File: config.mk
export PLATFORM = sky130hd
export DESIGN_NAME = acd_top
export DESIGN_NICKNAME = d
export VERILOG_FILES = /design/src/rtl/acd_pkg.sv /design/src/rtl/acd_clk_if.sv /design/src/rtl/acd_decode.sv /design/src/rtl/acd_clkgen.sv /design/src/rtl/acd_top.sv
export SDC_FILE = /design/constraint.sdc
export NUM_CORES = 1
export LEC_CHECK = 0
export BUFFER_PORTS_ARGS = -buffer_cell sky130_fd_sc_hd__buf_2
export CAP_MARGIN = 20
export CORE_UTILIZATION = 25
export CTS_CLUSTER_SIZE = 30
export DETAILED_ROUTE_END_ITERATION = 8
export PLACE_DENSITY = 0.52
export SETUP_SLACK_MARGIN = 0.1
export SYNTH_ARGS = -nofsm -noshare
export SYNTH_HDL_FRONTEND = slang
export SYNTH_SLANG_ARGS = --single-unit
File: constraint.sdc
create_clock -name clk -period 3.15 [get_ports clk]
set_input_delay 0 -clock clk [delete_from_list [all_inputs] [get_ports clk]]
set_output_delay 0 -clock clk [all_outputs]
set_load 0.01 [all_outputs]
File: src/rtl/acd_pkg.sv
// Purpose: shared constants and types of the converter control block
// Assumes: 32-bit AHB-Lite register port, one 200 MHz clock
// Notes: byte offsets, field positions, reset values and cycle counts
package acd_pkg;
  // register byte offsets
  localparam logic [7:0] ADDR_SLOT_A = 8'h00;
  localparam logic [7:0] ADDR_SLOT_B = 8'h04;
  localparam logic [7:0] ADDR_CFG1 = 8'h08;
  localparam logic [7:0] ADDR_CTRL = 8'h0C;
  localparam logic [7:0] ADDR_STAT = 8'h10;
  // channel control slot fields
  localparam int DIFF_BIT = 5;
  localparam int SEL_MSB = 4;
  // converter_config_one fields
  localparam int CFG_LPC_BIT = 7;
  localparam int CFG_DIV_LSB = 5;
  localparam int CFG_LSMP_BIT = 4;
  localparam int CFG_MODE_LSB = 2;
  localparam int CFG_SRC_LSB = 0;
  // control register fields
  localparam int CTRL_TRG_BIT = 0;
  localparam int CTRL_CONT_BIT = 1;
  // reset values
  localparam logic [5:0] SLOT_RST = 6'h1F;
  localparam logic [7:0] CFG1_RST = 8'h00;
  localparam logic [1:0] CTRL_RST = 2'h0;
  localparam logic [4:0] SEL_OFF = 5'h1F;
  // timing counts in conversion clock cycles
  localparam logic [4:0] SHORT_SAMPLE_CYC = 5'h04;
  localparam logic [4:0] LONG_SAMPLE_CYC = 5'h18;
  localparam logic [4:0] DIFF_EXTRA_CYC = 5'h04;
  // internal oscillator stand-in, in bus cycles
  localparam logic [2:0] ASYNC_DIV_CYC = 3'h4;
  // clock source codes
  localparam logic [1:0] SRC_BUS = 2'h0;
  localparam logic [1:0] SRC_BUS_HALF = 2'h1;
  localparam logic [1:0] SRC_ALT = 2'h2;
  localparam logic [1:0] SRC_ASYNC = 2'h3;

  typedef enum logic [2:0] {
    ST_IDLE = 3'b001,
    ST_SAMPLE = 3'b010,
    ST_CONV = 3'b100
  } acd_state_t;

  typedef enum logic [3:0] {
    IN_PAIR_DIFF = 4'h0,
    IN_PAIR_PLUS = 4'h1,
    IN_SINGLE = 4'h2,
    IN_TEMP = 4'h3,
    IN_BGAP = 4'h4,
    IN_REFH = 4'h5,
    IN_REFL = 4'h6,
    IN_OFF = 4'h7,
    IN_RSVD = 4'h8
  } acd_input_t;
endpackage

File: src/rtl/acd_clk_if.sv
// Purpose: carries clock source choice and conversion tick
// Assumes: both ends on the bus clock
// Notes: tick is a one-cycle enable, never a real clock
`timescale 1ns/1ps
interface acd_clk_if;
  logic [1:0] src_sel;
  logic [1:0] div_sel;
  logic run;
  logic tick;
  modport ctl (output src_sel, output div_sel, output run, input tick);
  modport gen (input src_sel, input div_sel, input run, output tick);
endinterface

File: src/rtl/acd_decode.sv
// Purpose: decodes one channel control slot and the resolution mode
// Assumes: purely combinational
// Notes: instantiated once per slot
`timescale 1ns/1ps
module acd_decode (
  input wire logic diff,
  input wire logic [4:0] sel,
  input wire logic [1:0] mode,
  output acd_pkg::acd_input_t kind,
  output logic [4:0] res_bits,
  output logic twos_comp
);
  // selector meaning depends on the differential enable
  always_comb begin
    if (sel == acd_pkg::SEL_OFF) begin
      kind = acd_pkg::IN_OFF;
    end else if (sel <= 5'h03) begin
      kind = diff ? acd_pkg::IN_PAIR_DIFF : acd_pkg::IN_PAIR_PLUS;
    end else if (sel <= 5'h17) begin
      kind = diff ? acd_pkg::IN_RSVD : acd_pkg::IN_SINGLE;
    end else if (sel == 5'h1A) begin
      kind = acd_pkg::IN_TEMP;
    end else if (sel == 5'h1B) begin
      kind = acd_pkg::IN_BGAP;
    end else if (sel == 5'h1D) begin
      kind = acd_pkg::IN_REFH; // negated high reference when diff
    end else if (sel == 5'h1E) begin
      kind = diff ? acd_pkg::IN_RSVD : acd_pkg::IN_REFL;
    end else begin
      kind = acd_pkg::IN_RSVD;
    end
  end

  // resolution from mode plus differential enable
  always_comb begin
    case (mode)
      2'h0: res_bits = diff ? 5'h09 : 5'h08;
      2'h1: res_bits = diff ? 5'h0D : 5'h0C;
      2'h2: res_bits = diff ? 5'h0B : 5'h0A;
      default: res_bits = 5'h10;
    endcase
    twos_comp = diff;
  end
endmodule

File: src/rtl/acd_clkgen.sv
// Purpose: picks the conversion clock source and divides it
// Assumes: alternate clock pin is asynchronous and slow against clk
// Notes: output is an enable pulse at the conversion clock rate
`timescale 1ns/1ps
module acd_clkgen (
  input wire logic clk,
  input wire logic rst_n,
  input wire logic alternate_clock,
  acd_clk_if.gen cg
);
  logic alt1_q, alt2_q, alt3_q;
  logic half_q, half_d;
  logic [2:0] osc_q, osc_d;
  logic [2:0] div_q, div_d;
  logic [2:0] div_max;
  logic src_en;

  // last count of the oscillator stand-in
  localparam logic [2:0] ASYNC_LAST = 3'(acd_pkg::ASYNC_DIV_CYC - 3'h1);

  // source enable, divider and oscillator next values
  always_comb begin
    half_d = ~half_q;
    osc_d = 3'h0;
    // oscillator only runs while selected and converting, like the real one
    if (cg.run && cg.src_sel == acd_pkg::SRC_ASYNC && osc_q != ASYNC_LAST) begin
      osc_d = 3'(osc_q + 3'h1);
    end
    case (cg.src_sel)
      acd_pkg::SRC_BUS: src_en = 1'b1;
      acd_pkg::SRC_BUS_HALF: src_en = half_q;
      acd_pkg::SRC_ALT: src_en = alt2_q & ~alt3_q;
      default: src_en = (osc_q == ASYNC_LAST);
    endcase
    case (cg.div_sel)
      2'h0: div_max = 3'h0;
      2'h1: div_max = 3'h1;
      2'h2: div_max = 3'h3;
      default: div_max = 3'h7;
    endcase
    div_d = div_q;
    if (!cg.run) begin
      div_d = 3'h0;
    end else if (src_en) begin
      div_d = (div_q == div_max) ? 3'h0 : 3'(div_q + 3'h1);
    end
    cg.tick = cg.run && src_en && (div_q == div_max);
  end

  // pin synchroniser and counters
  always_ff @(posedge clk or negedge rst_n) begin
    if (!rst_n) begin
      alt1_q <= 1'b0;
      alt2_q <= 1'b0;
      alt3_q <= 1'b0;
      half_q <= 1'b0;
      osc_q <= 3'h0;
      div_q <= 3'h0;
    end else begin
      alt1_q <= alternate_clock;
      alt2_q <= alt1_q;
      alt3_q <= alt2_q;
      half_q <= half_d;
      osc_q <= osc_d;
      div_q <= div_d;
    end
  end
endmodule

File: src/rtl/acd_top.sv
// Purpose: channel and configuration control of a successive approximation converter
// Assumes: AHB-Lite slave with zero wait states, analog side beyond afe_ ports
// Notes: results, completion flags and calibration live elsewhere
//
// Implementation choices: the address map and register access over AHB-Lite.
`timescale 1ns/1ps
module acd_top (
  input wire logic clk,
  input wire logic rstn,
  input wire logic hsel,
  input wire logic [31:0] haddr,
  input wire logic [1:0] htrans,
  input wire logic hwrite,
  input wire logic [2:0] hsize,
  input wire logic [31:0] hwdata,
  input wire logic hready,
  output logic hreadyout,
  output logic hresp,
  output logic [31:0] hrdata,
  input wire logic alternate_clock,
  input wire logic hw_trigger,
  output logic afe_power_en,
  output logic afe_isolate,
  output logic [4:0] afe_input_sel,
  output logic [3:0] afe_input_kind,
  output logic afe_diff,
  output logic afe_low_power,
  output logic afe_long_sample,
  output logic afe_sample,
  output logic [4:0] afe_res_bits,
  output logic afe_twos_comp,
  output logic afe_conv_tick,
  output logic conv_done
);
  // word address match, shared by write and read decode
  function automatic logic hit(input logic [7:0] a, input logic [7:0] off);
    hit = (a == off);
  endfunction

  logic rs1_q, rs2_q, rst_n;

  // reset release through two flops
  always_ff @(posedge clk or negedge rstn) begin
    if (!rstn) begin
      rs1_q <= 1'b0;
      rs2_q <= 1'b0;
    end else begin
      rs1_q <= 1'b1;
      rs2_q <= rs1_q;
    end
  end
  assign rst_n = rs2_q;

  logic wr_pend_q, wr_pend_d;
  logic [7:0] wr_addr_q, wr_addr_d;
  logic [31:0] hrdata_q, hrdata_d;
  logic [5:0] slot_q [2];
  logic [5:0] slot_d [2];
  logic [7:0] cfg1_q, cfg1_d;
  logic [1:0] ctrl_q, ctrl_d;
  logic [1:0] we_slot;
  logic ap_take;
  logic [31:0] rd_val;

  acd_pkg::acd_state_t state_q, state_d;
  logic act_q, act_d;
  logic [4:0] cnt_q, cnt_d;
  logic done_q, done_d;
  logic hw_nxt_q, hw_nxt_d;
  logic [4:0] sel_q, sel_d;
  logic diff_q, diff_d;
  logic trg1_q, trg2_q, trg3_q;

  acd_pkg::acd_input_t kind [2];
  logic [4:0] res [2];
  logic [1:0] tc;
  logic [1:0] rsvd;
  logic [4:0] sample_len, conv_len;
  logic trig_sel, cont_en, sw_start, hw_start, abort, tick;

  acd_clk_if cg ();

  assign ap_take = hsel && htrans[1] && hready && (hsize == 3'h2);
  assign we_slot[0] = wr_pend_q && hit(wr_addr_q, acd_pkg::ADDR_SLOT_A);
  assign we_slot[1] = wr_pend_q && hit(wr_addr_q, acd_pkg::ADDR_SLOT_B);
  assign trig_sel = ctrl_q[acd_pkg::CTRL_TRG_BIT];
  assign cont_en = ctrl_q[acd_pkg::CTRL_CONT_BIT];

  // per-slot decoders
  genvar gi;
  generate
    for (gi = 0; gi < 2; gi++) begin : g_slot
      acd_decode u_dec (
        .diff(slot_q[gi][acd_pkg::DIFF_BIT]),
        .sel(slot_q[gi][acd_pkg::SEL_MSB:0]),
        .mode(cfg1_q[acd_pkg::CFG_MODE_LSB +: 2]),
        .kind(kind[gi]),
        .res_bits(res[gi]),
        .twos_comp(tc[gi])
      );
      assign rsvd[gi] = (kind[gi] == acd_pkg::IN_RSVD);
    end
  endgenerate

  // read mux; unmapped words read zero
  always_comb begin
    rd_val = 32'h0;
    if (hit(haddr[7:0], acd_pkg::ADDR_SLOT_A)) begin
      rd_val = {26'h0, slot_q[0]};
    end else if (hit(haddr[7:0], acd_pkg::ADDR_SLOT_B)) begin
      rd_val = {26'h0, slot_q[1]};
    end else if (hit(haddr[7:0], acd_pkg::ADDR_CFG1)) begin
      rd_val = {24'h0, cfg1_q};
    end else if (hit(haddr[7:0], acd_pkg::ADDR_CTRL)) begin
      rd_val = {30'h0, ctrl_q};
    end else if (hit(haddr[7:0], acd_pkg::ADDR_STAT)) begin
      rd_val = {19'h0, res[act_q], 3'h0, rsvd, diff_q, act_q, afe_power_en};
    end
  end

  // bus slave next values; writes land in the data phase
  always_comb begin
    wr_pend_d = ap_take && hwrite;
    wr_addr_d = ap_take ? haddr[7:0] : wr_addr_q;
    hrdata_d = (ap_take && !hwrite) ? rd_val : hrdata_q;
    slot_d = slot_q;
    cfg1_d = cfg1_q;
    ctrl_d = ctrl_q;
    for (int i = 0; i < 2; i++) begin
      if (we_slot[i]) begin
        slot_d[i] = hwdata[5:0];
      end
    end
    if (wr_pend_q && hit(wr_addr_q, acd_pkg::ADDR_CFG1)) begin
      cfg1_d = hwdata[7:0];
    end
    if (wr_pend_q && hit(wr_addr_q, acd_pkg::ADDR_CTRL)) begin
      ctrl_d = hwdata[1:0];
    end
  end

  always_ff @(posedge clk or negedge rst_n) begin
    if (!rst_n) begin
      wr_pend_q <= 1'b0;
      wr_addr_q <= 8'h00;
      hrdata_q <= 32'h0;
      slot_q[0] <= acd_pkg::SLOT_RST;
      slot_q[1] <= acd_pkg::SLOT_RST;
      cfg1_q <= acd_pkg::CFG1_RST;
      ctrl_q <= acd_pkg::CTRL_RST;
    end else begin
      wr_pend_q <= wr_pend_d;
      wr_addr_q <= wr_addr_d;
      hrdata_q <= hrdata_d;
      slot_q <= slot_d;
      cfg1_q <= cfg1_d;
      ctrl_q <= ctrl_d;
    end
  end

  assign hreadyout = 1'b1;
  assign hresp = 1'b0;
  assign hrdata = hrdata_q;

  // clock source and divider
  assign cg.src_sel = cfg1_q[acd_pkg::CFG_SRC_LSB +: 2];
  assign cg.div_sel = cfg1_q[acd_pkg::CFG_DIV_LSB +: 2];
  assign cg.run = (state_q != acd_pkg::ST_IDLE);
  assign tick = cg.tick;

  acd_clkgen u_clk (
    .clk(clk),
    .rst_n(rst_n),
    .alternate_clock(alternate_clock),
    .cg(cg)
  );

  // phase lengths; differential adds its own cycles
  assign sample_len = cfg1_q[acd_pkg::CFG_LSMP_BIT] ? acd_pkg::LONG_SAMPLE_CYC
                                                    : acd_pkg::SHORT_SAMPLE_CYC;
  assign conv_len = diff_q ? 5'(res[act_q] + acd_pkg::DIFF_EXTRA_CYC)
                           : res[act_q];

  // trigger decode; software start checks the selector being written, hardware start the stored slot selector
  assign sw_start = !trig_sel && we_slot[0]
                    && (hwdata[acd_pkg::SEL_MSB:0] != acd_pkg::SEL_OFF);
  assign hw_start = trig_sel && trg2_q && !trg3_q
                    && (slot_q[hw_nxt_q][acd_pkg::SEL_MSB:0] != acd_pkg::SEL_OFF);
  assign abort = (state_q != acd_pkg::ST_IDLE) && we_slot[act_q];

  // sequencer next values
  always_comb begin
    state_d = state_q;
    act_d = act_q;
    cnt_d = cnt_q;
    done_d = 1'b0;
    hw_nxt_d = hw_nxt_q;
    case (state_q)
      acd_pkg::ST_IDLE: begin
        if (hw_start) begin
          state_d = acd_pkg::ST_SAMPLE;
          act_d = hw_nxt_q;
          hw_nxt_d = ~hw_nxt_q; // ping-pong between the two slots
          cnt_d = 5'h00;
        end
      end
      acd_pkg::ST_SAMPLE: begin
        if (tick) begin
          cnt_d = 5'(cnt_q + 5'h01);
          if (cnt_q == 5'(sample_len - 5'h01)) begin
            state_d = acd_pkg::ST_CONV;
            cnt_d = 5'h00;
          end
        end
      end
      acd_pkg::ST_CONV: begin
        if (tick) begin
          cnt_d = 5'(cnt_q + 5'h01);
          if (cnt_q == 5'(conv_len - 5'h01)) begin
            done_d = 1'b1;
            cnt_d = 5'h00;
            // single mode drops straight to low power
            state_d = cont_en ? acd_pkg::ST_SAMPLE : acd_pkg::ST_IDLE;
          end
        end
      end
      default: begin
        state_d = acd_pkg::ST_IDLE;
      end
    endcase
    if (abort) begin
      state_d = acd_pkg::ST_IDLE; // all-ones write ends here, no tail conversion
      done_d = 1'b0;
      cnt_d = 5'h00;
    end
    if (sw_start) begin
      state_d = acd_pkg::ST_SAMPLE;
      act_d = 1'b0;
      cnt_d = 5'h00;
    end
    if (state_d == acd_pkg::ST_IDLE) begin
      sel_d = acd_pkg::SEL_OFF;
      diff_d = 1'b0;
    end else begin
      sel_d = slot_d[act_d][acd_pkg::SEL_MSB:0];
      diff_d = slot_d[act_d][acd_pkg::DIFF_BIT];
    end
  end

  always_ff @(posedge clk or negedge rst_n) begin
    if (!rst_n) begin
      state_q <= acd_pkg::ST_IDLE;
      act_q <= 1'b0;
      cnt_q <= 5'h00;
      done_q <= 1'b0;
      hw_nxt_q <= 1'b0;
      sel_q <= acd_pkg::SEL_OFF;
      diff_q <= 1'b0;
      trg1_q <= 1'b0;
      trg2_q <= 1'b0;
      trg3_q <= 1'b0;
    end else begin
      state_q <= state_d;
      act_q <= act_d;
      cnt_q <= cnt_d;
      done_q <= done_d;
      hw_nxt_q <= hw_nxt_d;
      sel_q <= sel_d;
      diff_q <= diff_d;
      trg1_q <= hw_trigger;
      trg2_q <= trg1_q;
      trg3_q <= trg2_q;
    end
  end

  // analog side controls
  assign afe_power_en = (state_q != acd_pkg::ST_IDLE);
  assign afe_isolate = ~afe_power_en;
  assign afe_input_sel = sel_q;
  assign afe_input_kind = afe_power_en ? kind[act_q] : acd_pkg::IN_OFF;
  assign afe_diff = diff_q;
  assign afe_low_power = cfg1_q[acd_pkg::CFG_LPC_BIT];
  assign afe_long_sample = cfg1_q[acd_pkg::CFG_LSMP_BIT];
  assign afe_sample = (state_q == acd_pkg::ST_SAMPLE);
  assign afe_res_bits = res[act_q];
  assign afe_twos_comp = tc[act_q];
  assign afe_conv_tick = tick;
  assign conv_done = done_q;
endmodule

### Yosys cells after proc, flatten, opt, wreduce, memory -nomap -nowiden

Index checks and enable logic that the tools add are counted.

| word-level totals | value |
|---|---|
| register bits after elaboration | 95 |
| input bits | 76 |
| output and inout bits | 57 |
| word-level logic and storage cells | 206 |

| operators by class | value |
|---|---|
| add/sub/neg operators | 6 |
| order comparisons | 8 |
| equality and inequality tests | 43 |
| multiplexer cells | 86 |
| bitwise logic cells | 8 |
| reductions and logical operators | 30 |

Operators by type and width:

| kind | count |
|---|---|
| 4-bit two-way mux | 22 |
| 5-bit two-way mux | 16 |
| 13-bit two-way mux | 5 |
| 5-bit == test, second input constant | 10 |
| 5-bit one-hot mux with 3 select lines | 3 |
| 3-bit two-way mux | 11 |
| 8-bit by 4-bit == test with 1-bit output, second input constant | 4 |
| 6-bit two-way mux | 5 |
| 1-bit two-way mux | 20 |
| 1-bit logical AND | 19 |
| 3-bit one-hot mux with 3 select lines | 2 |
| 8-bit by 3-bit == test with 1-bit output, second input constant | 2 |
| 8-bit logical NOT | 2 |
| 5-bit == test | 2 |
| 5-bit by 2-bit less-or-equal comparator with 1-bit output, second input constant | 2 |
| 5-bit less-or-equal comparator, second input constant | 2 |
| 5-bit inequality test, second input constant | 2 |
| 5-bit by 1-bit subtractor with 5-bit output, second input constant | 2 |
| 3-bit by 2-bit == test with 1-bit output, second input constant | 3 |
| 2-bit == test, second input constant | 4 |
| 4-bit == test, second input constant | 2 |
| 8-bit by 5-bit == test with 1-bit output, second input constant | 1 |
| 4-bit inequality test, second input constant | 2 |
| 3-bit by 1-bit adder with 3-bit output, second input constant | 2 |
| 22 further kinds | 36 |

### Logic depth before layout (Yosys ltp)

| depth | value |
|---|---|
| word-level depth | 16 |
| depth in mapped cells | 11 |
| mapped depth without buffers | 10 |

### Modules after synthesis

From an unflattened synthesis, not the netlist that was laid out.

| unflattened totals | value |
|---|---|
| cells, all modules | 468 |
| area total of the unflattened synthesis | 4697.0 µm² |

By module, submodules not included:

| module | times used | cells each | area an instance (µm²) | sequential area each (µm²) |
|---|---|---|---|---|
| acd_top | 1 | 369 | 3886.2 | 1671.6 |
| acd_clkgen | 1 | 45 | 480.5 | 250.2 |
| acd_decode | 2 | 27 | 165.2 | 0.0 |

### Worst setup path before layout

No wires, ideal clock.

| timing path | value |
|---|---|
| kind | register to register |
| from | register cfg1_q[2] |
| to | register diff_q (netlist: afe_diff) |
| setup time | 0.134 ns |
| arrival | 2.655 ns |
| required time | 3.016 ns |
| path slack | 0.361 ns |
| cell stages (with the launch flop) | 11 |
| path buffers | 1 |
| period minus slack after synthesis | 2.789 ns |
| cell sequence | dfrtp_1 clkbuf_1 nor2b_1 ha_1 a21boi_0 or2_2 o311ai_0 a2111o_1 nand4_1 o41ai_4 nor2_1 |

| between the ends | value |
|---|---|
| word-level cells in the longest chain between the ends | 16 |
| elaborated cells on any way between the ends | 19 |
| classes of those cells | 2 x add/sub; 4 x eq/ne; 12 x mux; 1 x reduce/logical |

RTL lines:

| what | RTL line | text |
|---|---|---|
| start, declared | acd_top.sv:59 | `logic [7:0] cfg1_q, cfg1_d;` |
| start signal, assigned | acd_top.sv:149 | `cfg1_q <= acd_pkg::CFG1_RST;` |
| start signal, assigned | acd_top.sv:156 | `cfg1_q <= cfg1_d;` |
| 2-bit == test, or another cell as far along | acd_decode.sv:36 | `case (mode)` |
| 5-bit one-hot mux with 3 select lines | acd_decode.sv:36 |  |
| 5-bit two-way mux * (3 in series) | -- |  |
| named net afe_res_bits[2] | acd_top.sv:30 | `output logic [4:0] afe_res_bits,` |
| 5-bit by 3-bit adder with 5-bit output | acd_top.sv:181 | `assign conv_len = diff_q ? 5'(res[act_q] + acd_pkg::DIFF_EXTRA_CYC)` |
| 5-bit two-way mux * | acd_top.sv:181 |  |
| 5-bit by 1-bit subtractor with 5-bit output * | acd_top.sv:219 | `if (cnt_q == 5'(conv_len - 5'h01)) begin` |
| 5-bit == test * | acd_top.sv:219 |  |
| 3-bit two-way mux * | acd_top.sv:219 |  |
| 3-bit two-way mux * | acd_top.sv:217 | `if (tick) begin` |
| 3-bit one-hot mux with 3 select lines * | acd_top.sv:198 | `case (state_q)` |
| 3-bit two-way mux * | acd_top.sv:231 | `if (abort) begin` |
| 3-bit two-way mux * | acd_top.sv:236 | `if (sw_start) begin` |
| named net state_d[0] | acd_top.sv:65 | `acd_pkg::acd_state_t state_q, state_d;` |
| 3-bit by 1-bit == test with 1-bit output * | acd_top.sv:241 | `if (state_d == acd_pkg::ST_IDLE) begin` |
| 1-bit two-way mux * | acd_top.sv:241 |  |
| named net diff_d | acd_top.sv:71 | `logic diff_q, diff_d;` |
| end signal, assigned | acd_top.sv:269 | `diff_q <= diff_d;` |
| end, declared | acd_top.sv:71 |  |

Mark *: on every way through the listed nets, which the timed path passes. The rest lies on a longest branch. The select of a mux whose other input is x is not followed.
A chain may end at the register's enable or synchronous reset.

### Worst setup path in the final report

| timing path | value |
|---|---|
| from | register cfg1_q[2] |
| to | register state_q[1] |

| between the ends | value |
|---|---|
| word-level cells in the longest chain between the ends | 14 |
| elaborated cells on any way between the ends | 17 |
| classes of those cells | 2 x add/sub; 3 x eq/ne; 11 x mux; 1 x reduce/logical |

RTL lines:

| what | RTL line | text |
|---|---|---|
| 2-bit == test, or another cell as far along | acd_decode.sv:36 |  |
| 5-bit one-hot mux with 3 select lines | acd_decode.sv:36 |  |
| 5-bit two-way mux (not written as such) * (3 in series) | acd_top.sv:181, acd_top.sv:182 |  |
| 5-bit by 3-bit adder with 5-bit output | acd_top.sv:181 |  |
| 5-bit two-way mux * | acd_top.sv:181 |  |
| 5-bit by 1-bit subtractor with 5-bit output * | acd_top.sv:219 |  |
| 5-bit == test * | acd_top.sv:219 |  |
| 3-bit two-way mux * | acd_top.sv:219 |  |
| 3-bit two-way mux * | acd_top.sv:217 |  |
| 3-bit one-hot mux with 3 select lines * | acd_top.sv:198 |  |
| 3-bit two-way mux * | acd_top.sv:231 |  |
| 3-bit two-way mux * | acd_top.sv:236 |  |
| named net state_d[1] | acd_top.sv:65 |  |
| end signal, assigned | acd_top.sv:252 | `state_q <= acd_pkg::ST_IDLE;` |
| end signal, assigned | acd_top.sv:263 | `state_q <= state_d;` |
| end, declared | acd_top.sv:65 |  |

Marks and branches as above.

==> results.toml <==
[outcome]
status = "finished clean"

[timing]
final_hold_viol_count = 0
period_minus_slack_ns = 2.82
worst_pin_slew_ns = 0.768
setup_viol = 0
fin_skew_ns = 0.00437
slew_violations = 0
holdWs_ns = 0.0212
period_share_pct = 89.6
setup_tns_ns = 0
rsz0062_at_grt = "no"
fmax_mhz = 354
relSlewSlack_pct = 48.4
fin_ws_ns = 0.327

[die]
top_level_ports = 133
floorplan.die.height_microns = 134
initial_core_util_pct = 25.9
core_sq_mm = 0.0168
placementRows = 47
dieArea_sq_mm = 0.0179
fp.dieW_microns = 134

[placed_design]
dp_cells = 726
dp_hpwl_microns = 9030
io_buffers = 62
dp_slack_ns = 0.276
gp_congestion = 0.846

[layout]
stdcell_count = 762
drive_gt1_share_pct = 28.0
nFillCells = 1733
nets = 618
mostFrequentLayoutCell = "buf_2"
area_growth_syn_to_layout_pct = 24.0
most-common-layout-cells = "62 x buf_2, 58 x dfrtp_1, 43 x nand2_1"
antenna_cells = 0

[clocking]
clk_pin_slew_ns = 0.06
insertion_delay_ns = 0.34
cts_buffers = 9
cts_sinks = 76
clock_path_buffers = 2
cts_tree = "built"
cts_root_buf = "clkbuf_16"
htreeDepth = 3

[setup_path]
crit_required_ns = 3.43
regToRegStartpoint = "cfg1_q[2]"
setup.worst_path.end_class = "flip-flop"
crit_arrival_ns = 3.10
crit_fanout = 8
start_kind = "flip-flop"
critPathKind = "flip-flop to flip-flop"
critical_path.startpoint = "cfg1_q[2]"

[global_route]
grt_overflow_total = 0
grt_pass1_vias = 3743
grt_pass1_wl_microns = 19300
grt_max_degree = 31
track_usage_pct = 13.9
antenna_found_initial = 0

[synthesis]
yosysWarnings = 0
syn_inst = 449
avgSynthCellArea_sq_um = 9.69
synthFlopType = "dfrtp_1"
synthesis.area_sq_mm = 0.00435
ys_async_sr_fraction_pct = 100
ys_ff_latch = 76
yosysSeqAreaShare_pct = 44.2
synth_edf_count = 0
synth_cell_types = 70

[power_and_ir_drop]
power_mw = 3.00
p_leak_nw = 2.40
ir_drop_uv = 253
p_per_area_mw_per_mm2 = 557

[route]
drc = 0
drt_wl_total_microns = 11700
antenna_left = 0
drt_iter0_drc = 263
dr_total_vias = 3668
wl_per_cell_microns = 15.4
drt_pass1_iterations = 6
viasPerCell = 4.81

[min_path]
hp-class = "input pin to flip-flop"
min_from = "haddr[4]"

[run]
max-cap-violations = 0
## cell type report
| class | count | area [sq um] | share of cell area [%] |
|---|---|---|---|
| Clock buffer | 13 | 283 | 5.24 |
| Clock inverter | 3 | 25.0 | 0.464 |
| Inverter | 19 | 71.3 | 1.32 |
| Multi-Input combinational cell | 333 | 2180 | 40.5 |
| Sequential cell | 76 | 1920 | 35.7 |
| Tap cell | 220 | 275 | 5.10 |
| Timing Repair Buffer | 98 | 631 | 11.7 |
## logic make-up (layout without fill, tap and decap cells)
family          after synthesis  count (layout)  synth area share, %
other cells                   2              22                0.173
xor+xnor                      6               6                 1.21
simple gates                167             167                 20.9
buf+inv                      60             133                 7.34
compound gates               96              96                 15.2
flops                        76              76                 44.2
mux                          37              37                 9.49
fa+ha+maj                     5               5                 1.44
## critical path, cell delays in order, from the launching register on
cell and delay (ns):
dfrtp_2 0.43, and2_1 0.16, inv_1 0.06, ha_1 0.20, and3b_1 0.19, or2_2 0.32, o311ai_0 0.35, a2111o_1 0.19
nand4_1 0.19, buf_4 0.21, o311ai_0 0.30, a21o_1 0.17
## sequential cells by signal (all words and copies together) (netlist names), 2 cells and up
register and count:
ctrl_q 2, slot_q 12, u_clk.div_q 3, cfg1_q 8, hrdata 13, state_q 3, cnt_q 5, afe_input_sel 5
u_clk.osc_q 3, wr_addr_q 8
## stage by stage
step / instance area, sq um / utilization, %
floorplan: 4420 / -
global placement: 4880 / 29.1
detailed placement: 4880 / 29.1
CTS: 5390 / 32.2
global route: 5390 / 32.2
finish: 5390 / 32.2
## power by group
group | total (mW) | switching [mW] | leakage (nW) | internal, mW
combinational | 0.729 | 0.413 | 1.31 | 0.316
sequential | 1.22 | 0.114 | 0.941 | 1.11
clock | 1.05 | 0.420 | 0.147 | 0.635
total | 3.00 | 0.947 | 2.40 | 2.06
## layer usage
layer	global-route usage, %	part of all wire, %	vias to the layer above
met5	0	0	-
met4	5.68	2.5	0
met3	3.74	6.3	22
met2	22.8	47	137
met1	17.3	44	1764
li1	-	-	1745
## final timing paths
path / slack (ns) / depth (start not counted) / endpoint
worst max-delay path: 0.33 / 11 / state_q[1]
worst min-delay path: 0.02 / 2 / wr_addr_q[4]
worst max register to register: 0.33 / 11 / state_q[1]
worst min register to register: 0.25 / 0 / trg2_q
max in group asynchronous: 2.05 / 1 / state_q[0]
min in group asynchronous: 0.25 / 0 / trg2_q
## cells in the mapped netlist (3+ instances only)
library cell  number  area share (%)
a211oi_1           5            0.86
a21o_1             6             1.0
a21oi_1           18             2.1
a22oi_1            6             1.0
a31oi_1            6            0.86
and2_1             3            0.43
and3_1             5            0.72
buf_2              3            0.35
buf_4             22             3.8
clkbuf_1          15             1.3
dfrtp_1           60              35
dfstp_2           16             9.7
ha_1               5             1.4
inv_1             17             1.5
mux2_1             5             1.3
mux2_2            29             7.5
mux2i_1            3            0.69
nand2_1           43             3.7
nand2b_1          11             1.6
nand3_1           11             1.3
nand3b_1           4            0.69
nor2_1            32             2.8
nor2b_1            7             1.0
nor3_1            10             1.2
nor4_1             4            0.58
nor4bb_1           3            0.69
o211ai_1           3            0.52
o21ai_0           22             2.5
o311ai_0           3            0.60
o31ai_1            3            0.52
or2_1              5            0.72
or2_2              5            0.72
or3_1              5            0.72
or4_1              4            0.69
xor2_1             5             1.0
## what timing repair did
action	CTS	global route
endpoints found under the hold margin	34	0
buffers inserted	0	0
setup endpoints to repair	0	1
resized for setup	0	1
hold buffers	20	0
(Power assumes the default switching activity.)
